**config.mk**
```make
export PLATFORM = sky130hd
export DESIGN_NAME = ifd_fetch_decode
export DESIGN_NICKNAME = d
export VERILOG_FILES = /design/src/core/ifd_pkg.sv /design/src/core/ifd_fetch_decode.sv
export SDC_FILE = /design/constraint.sdc
export NUM_CORES = 1
export LEC_CHECK = 0
export BUFFER_PORTS_ARGS = -buffer_cell sky130_fd_sc_hd__clkbuf_2
export CAP_MARGIN = 20
export CORE_ASPECT_RATIO = 0.5
export CORE_MARGIN = 4
export CORE_UTILIZATION = 45
export CTS_BUF_LIST = sky130_fd_sc_hd__clkbuf_4 sky130_fd_sc_hd__clkbuf_8
export CTS_CLUSTER_DIAMETER = 40
export CTS_CLUSTER_SIZE = 12
export DETAILED_ROUTE_END_ITERATION = 7
export PLACE_DENSITY = 0.69
export SETUP_SLACK_MARGIN = 0.4
export SLEW_MARGIN = 40
export SYNTH_ARGS = -nofsm -noshare
export SYNTH_HDL_FRONTEND = slang
export SYNTH_SLANG_ARGS = --single-unit
export TNS_END_PERCENT = 1
```
**constraint.sdc**
```tcl
create_clock -name clk_in -period 5.1 [get_ports clk_in]
set_clock_uncertainty 0.15 [all_clocks]
set_input_delay 0.255 -clock clk_in [delete_from_list [all_inputs] [get_ports clk_in]]
set_output_delay 0.255 -clock clk_in [all_outputs]
set_load 0.03 [all_outputs]
```
**src/core/ifd_pkg.sv**
```systemverilog
// Constants, opcode patterns and types for the fetch and decode unit.
// Assumes a 21-bit byte-addressed program store and a 14-bit data space.
package ifd_pkg;

   // ***************************************************
   // Widths and reset values
   // ***************************************************
   localparam int PC_W = 21;
   localparam int DA_W = 14;
   localparam int BANK_W = 6;
   localparam int FSR_N = 3;
   localparam logic [20:0] PC_RST = 21'h0_0000;
   localparam logic [20:0] PC_STEP = 21'h0_0002;
   localparam logic [15:0] IR_RST = 16'h0000;
   localparam logic [7:0] W_RST = 8'h00;
   localparam logic [5:0] BANK_RST = 6'h00;
   localparam logic [13:0] FSR_RST = 14'h0000;

   // ***************************************************
   // Data space map
   // ***************************************************
   localparam logic [7:0] ACC_SPLIT = 8'h60;
   localparam logic [5:0] ACC_HI_BANK = 6'h3F;
   localparam logic [13:0] GPR_TOP = 14'h0FFF;
   localparam logic [13:0] SFR_BASE = 14'h3600;
   localparam logic [13:0] INDF_BASE = 14'h3FEF;
   localparam logic [13:0] PLUSW_BASE = 14'h3FEB;
   localparam logic [13:0] FSR_STRIDE = 14'h0008;

   // ***************************************************
   // Opcode patterns
   // ***************************************************
   localparam logic [3:0] CONT_PFX = 4'hF;
   localparam logic [7:0] OPC_GOTO = 8'hEF;
   localparam logic [6:0] OPC_CALL = 7'h76;
   localparam logic [7:0] OPC_PTRLD = 8'hEE;
   localparam logic [3:0] OPC_FF = 4'hC;
   localparam logic [11:0] OPC_FFL = 12'h006;
   localparam logic [15:0] OPC_SFL = 16'h0002;
   localparam logic [4:0] OPC_BRA = 5'h1A;
   localparam logic [9:0] OPC_MOVLB = 10'h004;
   localparam logic [7:0] OPC_MOVLW = 8'h0E;
   localparam logic [6:0] OPC_MOVWF = 7'h37;
   localparam logic [5:0] OPC_MOVF = 6'h14;
   localparam logic [6:0] OPC_TSTFSZ = 7'h33;

   typedef enum logic [1:0] {
      SEQ_FIRST = 2'b00,
      SEQ_WORD2 = 2'b01,
      SEQ_WORD3 = 2'b10
   } ifd_seq_type;

   typedef enum logic [2:0] {
      OP_NONE = 3'b000,
      OP_GOTO = 3'b001,
      OP_CALL = 3'b010,
      OP_FF = 3'b011,
      OP_PTRLD = 3'b100,
      OP_FFL = 3'b101,
      OP_SFL = 3'b110
   } ifd_op_type;

endpackage

```
**src/core/ifd_fetch_decode.sv**
```systemverilog
// Fetch and decode unit of an 8-bit core, one instruction word per clock.
// Assumes combinational program and data memories on clk_in: read data
// follows pm_addr_out and dm_addr_out within the same cycle.
//
// Summary of operation
// - Program memory addressed by byte, one/two/three-word instructions.
// - Low byte even address, high byte odd.
// - PC steps by two, bit zero zero.
// - Absolute target word address loads PC<20:1>.
// - Branch offset shifted left once before adding.
// - Decode two-word and three-word instruction classes.
// - Continuation words: prefix 1111, 12 literal bits.
// - In-sequence continuation supplies operand literal bits.
// - Lone continuation word executes as no-op.
// - Data addresses are 14 bits wide.
// - 64 banks of 256 bytes each.
// - Unimplemented data locations read as zero.
// - All banks reachable direct, indirect, indexed.
// - Access region bypasses the bank selector.
// - Banked address is selector joined with byte.
// - PC change discards prefetch, costs two cycles.
`timescale 1ns/1ps
`default_nettype none

module ifd_fetch_decode (
   input wire logic clk_in,
   input wire logic arst_n_in,
   input wire logic [7:0] pm_lo_in,
   input wire logic [7:0] pm_hi_in,
   input wire logic [7:0] dm_rdata_in,
   output logic [ifd_pkg::PC_W-1:0] pm_addr_out,
   output logic [ifd_pkg::DA_W-1:0] dm_addr_out,
   output logic dm_rd_out,
   output logic dm_wr_out,
   output logic [7:0] dm_wdata_out,
   output logic [ifd_pkg::BANK_W-1:0] bank_sel_out,
   output logic [7:0] wreg_out,
   output logic call_out,
   output logic [ifd_pkg::PC_W-1:0] ret_addr_out,
   output logic cont_nop_out
);
   import ifd_pkg::*;

   // ***************************************************
   // State
   // ***************************************************
   logic [PC_W-1:0] pc_r;
   logic [PC_W-1:0] pc_nxt;
   logic [15:0] ir_r;
   logic ir_ok_r;
   logic flush;
   ifd_seq_type seq_r;
   ifd_seq_type seq_nxt;
   ifd_op_type op_r;
   ifd_op_type op_nxt;
   logic [7:0] lit_r;
   logic [7:0] lit_nxt;
   logic [1:0] dhi_r;
   logic [1:0] dhi_nxt;
   logic impl_r;
   logic ld_r;
   logic ld_nxt;
   logic tst_r;
   logic tst_nxt;
   logic [DA_W-1:0] da_nxt;
   logic rd_nxt;
   logic wr_nxt;
   logic [7:0] wd_nxt;
   logic [7:0] w_r;
   logic [7:0] w_nxt;
   logic [BANK_W-1:0] bank_r;
   logic [BANK_W-1:0] bank_nxt;
   logic [DA_W-1:0] fsr_r [FSR_N];
   logic fsr_we;
   logic [1:0] fsr_sel;
   logic [DA_W-1:0] fsr_val;
   logic call_nxt;
   logic [PC_W-1:0] ret_nxt;
   logic cnop_nxt;
   logic [7:0] rd_eff;
   logic [7:0] w_eff;
   logic skip_now;
   logic ex_first;
   logic is_cont;

   // ***************************************************
   // Address helpers
   // ***************************************************
   function automatic logic in_map(input logic [DA_W-1:0] a);
      in_map = (a <= GPR_TOP) || (a >= SFR_BASE);
   endfunction

   // Without the access bit the low bytes hit bank 0 and the rest the
   // top bank, so hot registers need no selector reload.
   function automatic logic [DA_W-1:0] file_addr(input logic [7:0] f,
                                                 input logic banked);
      if (banked) begin
         file_addr = {bank_r, f};
      end else if (f < ACC_SPLIT) begin
         file_addr = {BANK_RST, f};
      end else begin
         file_addr = {ACC_HI_BANK, f};
      end
   endfunction

   // Indirect and indexed windows swap in a pointer-based address.
   function automatic logic [DA_W-1:0] redirect(input logic [DA_W-1:0] a);
      logic [DA_W-1:0] r;
      r = a;
      for (int n = 0; n < FSR_N; n++) begin
         if (a == INDF_BASE - FSR_STRIDE * DA_W'(n)) begin
            r = fsr_r[n];
         end
         if (a == PLUSW_BASE - FSR_STRIDE * DA_W'(n)) begin
            r = fsr_r[n] + {{6{w_eff[7]}}, w_eff};
         end
      end
      redirect = r;
   endfunction

   // ***************************************************
   // Operand path
   // ***************************************************
   assign rd_eff = impl_r ? dm_rdata_in : 8'h00;
   assign w_eff = ld_r ? rd_eff : w_r;
   assign skip_now = tst_r && (rd_eff == 8'h00);
   assign ex_first = ir_ok_r && (seq_r == SEQ_FIRST) && !skip_now;
   assign is_cont = (ir_r[15:12] == CONT_PFX);

   // ***************************************************
   // Decode and execute
   // ***************************************************
   always_comb begin
      pc_nxt = pc_r + PC_STEP;
      flush = 1'b0;
      seq_nxt = SEQ_FIRST;
      op_nxt = op_r;
      lit_nxt = lit_r;
      dhi_nxt = dhi_r;
      da_nxt = dm_addr_out;
      rd_nxt = 1'b0;
      wr_nxt = 1'b0;
      wd_nxt = dm_wdata_out;
      w_nxt = w_eff;
      bank_nxt = bank_r;
      fsr_we = 1'b0;
      fsr_sel = 2'h0;
      fsr_val = fsr_r[0];
      ld_nxt = 1'b0;
      tst_nxt = 1'b0;
      call_nxt = 1'b0;
      ret_nxt = ret_addr_out;
      cnop_nxt = 1'b0;
      case (seq_r)
         SEQ_FIRST: begin
            if (ex_first) begin
               lit_nxt = ir_r[7:0];
               if (is_cont) begin
                  cnop_nxt = 1'b1;
               end else if (ir_r[15:8] == OPC_GOTO) begin
                  op_nxt = OP_GOTO;
                  seq_nxt = SEQ_WORD2;
               end else if (ir_r[15:9] == OPC_CALL) begin
                  op_nxt = OP_CALL;
                  seq_nxt = SEQ_WORD2;
               end else if (ir_r[15:8] == OPC_PTRLD && ir_r[7:6] == 2'h0) begin
                  op_nxt = OP_PTRLD;
                  seq_nxt = SEQ_WORD2;
               end else if (ir_r[15:12] == OPC_FF) begin
                  op_nxt = OP_FF;
                  seq_nxt = SEQ_WORD2;
                  rd_nxt = 1'b1;
                  da_nxt = redirect({2'h0, ir_r[11:0]});
               end else if (ir_r[15:4] == OPC_FFL) begin
                  op_nxt = OP_FFL;
                  seq_nxt = SEQ_WORD2;
               end else if (ir_r == OPC_SFL) begin
                  op_nxt = OP_SFL;
                  seq_nxt = SEQ_WORD2;
               end else if (ir_r[15:11] == OPC_BRA) begin
                  pc_nxt = pc_r + {{9{ir_r[10]}}, ir_r[10:0], 1'h0};
                  flush = 1'b1;
               end else if (ir_r[15:6] == OPC_MOVLB) begin
                  bank_nxt = ir_r[5:0];
               end else if (ir_r[15:8] == OPC_MOVLW) begin
                  w_nxt = ir_r[7:0];
               end else if (ir_r[15:9] == OPC_MOVWF) begin
                  da_nxt = redirect(file_addr(ir_r[7:0], ir_r[8]));
                  wr_nxt = in_map(da_nxt);
                  wd_nxt = w_eff;
               end else if (ir_r[15:10] == OPC_MOVF) begin
                  da_nxt = redirect(file_addr(ir_r[7:0], ir_r[8]));
                  rd_nxt = 1'b1;
                  ld_nxt = !ir_r[9];
               end else if (ir_r[15:9] == OPC_TSTFSZ) begin
                  da_nxt = redirect(file_addr(ir_r[7:0], ir_r[8]));
                  rd_nxt = 1'b1;
                  tst_nxt = 1'b1;
               end
            end
         end
         SEQ_WORD2: begin
            case (op_r)
               OP_GOTO, OP_CALL: begin
                  pc_nxt = {ir_r[11:0], lit_r, 1'h0};
                  flush = 1'b1;
                  call_nxt = (op_r == OP_CALL);
                  ret_nxt = (op_r == OP_CALL) ? pc_r : ret_addr_out;
               end
               OP_PTRLD: begin
                  fsr_we = 1'b1;
                  fsr_sel = lit_r[5:4];
                  fsr_val = {lit_r[3:0], ir_r[9:0]};
               end
               OP_FF: begin
                  da_nxt = redirect({2'h0, ir_r[11:0]});
                  wr_nxt = in_map(da_nxt);
                  wd_nxt = rd_eff;
               end
               OP_FFL: begin
                  da_nxt = redirect({lit_r[3:0], ir_r[11:2]});
                  rd_nxt = 1'b1;
                  dhi_nxt = ir_r[1:0];
                  seq_nxt = SEQ_WORD3;
               end
               OP_SFL: begin
                  da_nxt = redirect(fsr_r[2] + {7'h00, ir_r[8:2]});
                  rd_nxt = 1'b1;
                  dhi_nxt = ir_r[1:0];
                  seq_nxt = SEQ_WORD3;
               end
               default: begin
                  seq_nxt = SEQ_FIRST;
               end
            endcase
         end
         SEQ_WORD3: begin
            da_nxt = redirect({dhi_r, ir_r[11:0]});
            wr_nxt = in_map(da_nxt);
            wd_nxt = rd_eff;
         end
         default: begin
            seq_nxt = SEQ_FIRST;
         end
      endcase
   end

   // ***************************************************
   // Fetch pipeline
   // ***************************************************
   // The word fetched while a jump executes is dropped, so taken
   // branches cost one bubble but fetch never stalls.
   always_ff @(posedge clk_in or negedge arst_n_in) begin
      if (!arst_n_in) begin
         pc_r <= PC_RST;
         ir_r <= IR_RST;
         ir_ok_r <= 1'b0;
      end else begin
         pc_r <= {pc_nxt[PC_W-1:1], 1'h0};
         ir_r <= {pm_hi_in, pm_lo_in};
         ir_ok_r <= !flush;
      end
   end

   assign pm_addr_out = pc_r;

   // ***************************************************
   // Multi-word sequencing
   // ***************************************************
   always_ff @(posedge clk_in or negedge arst_n_in) begin
      if (!arst_n_in) begin
         seq_r <= SEQ_FIRST;
         op_r <= OP_NONE;
         lit_r <= 8'h00;
         dhi_r <= 2'h0;
      end else begin
         seq_r <= seq_nxt;
         op_r <= op_nxt;
         lit_r <= lit_nxt;
         dhi_r <= dhi_nxt;
      end
   end

   // ***************************************************
   // Data memory port
   // ***************************************************
   // Writes to holes are dropped here; reads of holes are zeroed on return.
   always_ff @(posedge clk_in or negedge arst_n_in) begin
      if (!arst_n_in) begin
         dm_addr_out <= FSR_RST;
         dm_rd_out <= 1'b0;
         dm_wr_out <= 1'b0;
         dm_wdata_out <= 8'h00;
         impl_r <= 1'b0;
         ld_r <= 1'b0;
         tst_r <= 1'b0;
      end else begin
         dm_addr_out <= da_nxt;
         dm_rd_out <= rd_nxt;
         dm_wr_out <= wr_nxt;
         dm_wdata_out <= wd_nxt;
         impl_r <= in_map(da_nxt);
         ld_r <= ld_nxt;
         tst_r <= tst_nxt;
      end
   end

   // ***************************************************
   // Core registers
   // ***************************************************
   always_ff @(posedge clk_in or negedge arst_n_in) begin
      if (!arst_n_in) begin
         w_r <= W_RST;
         bank_r <= BANK_RST;
         call_out <= 1'b0;
         ret_addr_out <= PC_RST;
         cont_nop_out <= 1'b0;
      end else begin
         w_r <= w_nxt;
         bank_r <= bank_nxt;
         call_out <= call_nxt;
         ret_addr_out <= ret_nxt;
         cont_nop_out <= cnop_nxt;
      end
   end

   assign wreg_out = w_r;
   assign bank_sel_out = bank_r;

   genvar g;
   generate
      for (g = 0; g < FSR_N; g++) begin : g_fsr
         always_ff @(posedge clk_in or negedge arst_n_in) begin
            if (!arst_n_in) begin
               fsr_r[g] <= FSR_RST;
            end else if (fsr_we && fsr_sel == 2'(g)) begin
               fsr_r[g] <= fsr_val;
            end
         end
      end
   endgenerate

endmodule // ifd_fetch_decode

`default_nettype wire

```
==> flow_summary.ini <==
[outcome]
run_status = finished clean

[setup_path]
worstPathArrival_ps = 4850
crit_chain = o21ai_2 -> ha_1 -> a21o_1 -> a21o_1 -> a22o_1 -> o41a_1 -> o211ai_1 -> o21ai_0 -> a221oi_2 -> a22oi_1 -> nand4_1 -> o2111ai_1 -> o21ai_2
cp_slowest_cell = o21ai_2
endpoint_kind = flop
crit_family = compound AO/OA/AOI/OAI gates
cp-start-kind = flop
r2r_slack_ps = 510
max_stage_delay_ps = 590
worst-path-buf-inv = 0
critPathKind = reg2reg
worstPathRequired_ps = 5370
crit_fanout = 16

[floorplanning]
coreArea_sq_um = 30300
dieArea_sq_um = 33900
initial_core_util = 0.457
die_w_microns = 256
die_h_microns = 132
num_io_pins = 108
rows = 45

[detailed_routing]
dr.pass1.iters = 7
ant_nets = 0
drt_iter0_drc = 2669
wire_per_inst_microns = 29.0
vias = 15600
routed_wl_microns = 65100
drc = 0
via_per_inst = 6.91

[synthesis]
yosysTopAreaCell = dfrtp_1
synth_area_sq_um = 13900
synth_edf_count = 0
ys.flop_type = dfrtp_1
synth_cells = 1704
synthTopCellsByArea = dfrtp_1 (28%), ha_1 (6.3%), mux2_2 (5.9%)
synth_cell_types = 92
ys_warn_count = 0
syn_area_per_cell_sq_um = 8.14
ys_seq_area_frac = 0.283
yosys.area.top_type_share = 0.283
ys_ff_latch = 157
ys_async_sr_fraction = 1.00

[power_and_ir_drop]
power_density_nw_per_um2 = 438
vdd_drop_max_mv = 0.177
p_leak_nw = 6.95

[cts]
cts_inserted_buffers = 17
clock_latency_ps = 550
clkSinkCount = 157
cts_setup_buffers = 0
clk_path_buf_depth = 2
clk_pin_slew_worst_paths_ps = 100
cts_tree = yes
clockRootBuffer = clkbuf_8
cts_max_level = 4

[finish]
n_antenna_cell = 0
nFillCells = 2899
syn_to_final_growth_pct = 14.2
fin_cells = 2250
drive_gt1_frac = 0.181
fin_nets = 1940

[placement]
dp_hpwl_microns = 49300
dp.cells = 2195
io_buffers = 105
gp_congestion = 1.09

[global_routing]
grt_max_degree = 68
antenna_found_initial = 4
grtUsageTotal = 0.373
grt_pass1_vias = 14200
grt_overflow = 0
grt_pass1_wl_microns = 95000

[timing]
hold_viol_final = 0
rsz0062_at_grt = true
max_slew_margin = 0.318
fin_crit_ps = 4590
min_period_over_period = 0.899
fin_setup_tns_ps = 0
finalMaxSlewViolations = 0
setup-violations-final = 0
tightest_slew_ps = 1020
fmax_mhz = 218

[job]
maxCapViolations = 0

[min_path]
hold_class = in2reg
-- worst register-to-register path: cells and delay by family, from the launching register on --
family | cells | cell delay, ps
DFF | 1 | 510
adders and majority gates | 1 | 420
and+or+nand+nor | 1 | 170
AOI/OAI and AO/OA | 11 | 3230
-- timing repair --
action	in CTS	in global routing
endpoints found under the hold margin	88	0
endpoints found under the setup margin	1	12
hold buffers	24	0
resized for setup	4	8
-- flip-flops by register name, indices dropped and copies added, names as in the netlist, 6 cells and up --
register	cells
ret_addr_out	20
dm_addr_out	14
wreg_out	8
pm_addr_out	20
lit_r	8
dm_wdata_out	8
ir_r	16
fsr_r	42
bank_sel_out	6
-- cell usage in the layout, fill, tap and decap left out, types with 44 or more instances in the layout --
cell type	count
o221ai_1	44
dfrtp_1	155
buf_4	77
nor3_1	47
mux2_2	73
clkbuf_2	104
inv_1	54
nand2_1	197
ha_1	70
a21oi_1	106
nand3_1	59
nor2_1	123
o21ai_0	129
-- per-stage QoR --
step                power, W  worst slack [ps]  hold WS [ps]  instance area [sq um]  utilization
CTS                  0.00680               409          12.9                  15800        0.521
floorplan            0.00446              1130          -191                  13900            -
global route         0.00728               290          85.4                  15800        0.522
detailed placement   0.00574               345           147                  15200        0.499
finish               0.00694               514          64.6                  15800        0.522
global placement     0.00571               419           143                  15100        0.499
-- path summary, 6_finish.rpt --
path | start | cells after the start | end
max in group asynchronous | arst_n_in | 3 | ld_r
min in group asynchronous | arst_n_in | 2 | dm_addr_out[1]
max | ld_r | 13 | impl_r
min | dm_rdata_in[2] | 5 | dm_wdata_out[2]
min reg2reg | lit_r[6] | 2 | lit_r[6]
max reg2reg | ld_r | 13 | impl_r
-- report_power, final --
part	switching (W)	internal (W)
sequential	0.000489	0.00154
combinational	0.00249	0.00137
clock	0.000585	0.000457
total	0.00357	0.00337
-- area by class of cell --
class	instances	area, sq um	area share
timing repair buffer	207	1370	0.0865
clock inverter	13	158	0.00995
inverter	56	210	0.0133
multi-input combinational	1400	9430	0.595
tap	399	499	0.0315
clock buffer	18	248	0.0156
sequential	157	3930	0.248
-- layer usage --
layer | GRT usage | share of wire | vias to the layer above
met5 | 0 | 0.00035 | -
met4 | 0.152 | 0.046 | 4
met3 | 0.130 | 0.14 | 241
met2 | 0.510 | 0.39 | 1118
met1 | 0.533 | 0.42 | 7477
li1 | - | - | 6716
-- cells by family after synthesis --
logic type,Yosys count,synth area share
flops,157,0.283
other cells,1,0.000270
buf+inv,148,0.0429
xor+xnor,72,0.0455
compound gates,579,0.284
fa+ha+maj,75,0.0704
mux,86,0.0696
simple gates,586,0.204
-- synth_stat cells, types with 30 or more instances --
library cell and count:
ha_1 70, nor3_1 48, dfrtp_1 157, o221ai_1 44, nand3_1 59, o21ai_0 135, xnor2_1 42, nand2_1 198
a21oi_1 106, nor2_1 124, mux2_2 73, inv_1 54, xor2_1 30, clkbuf_1 67, o22ai_1 38
No activity file was read; power rests on OpenSTA's default activity.
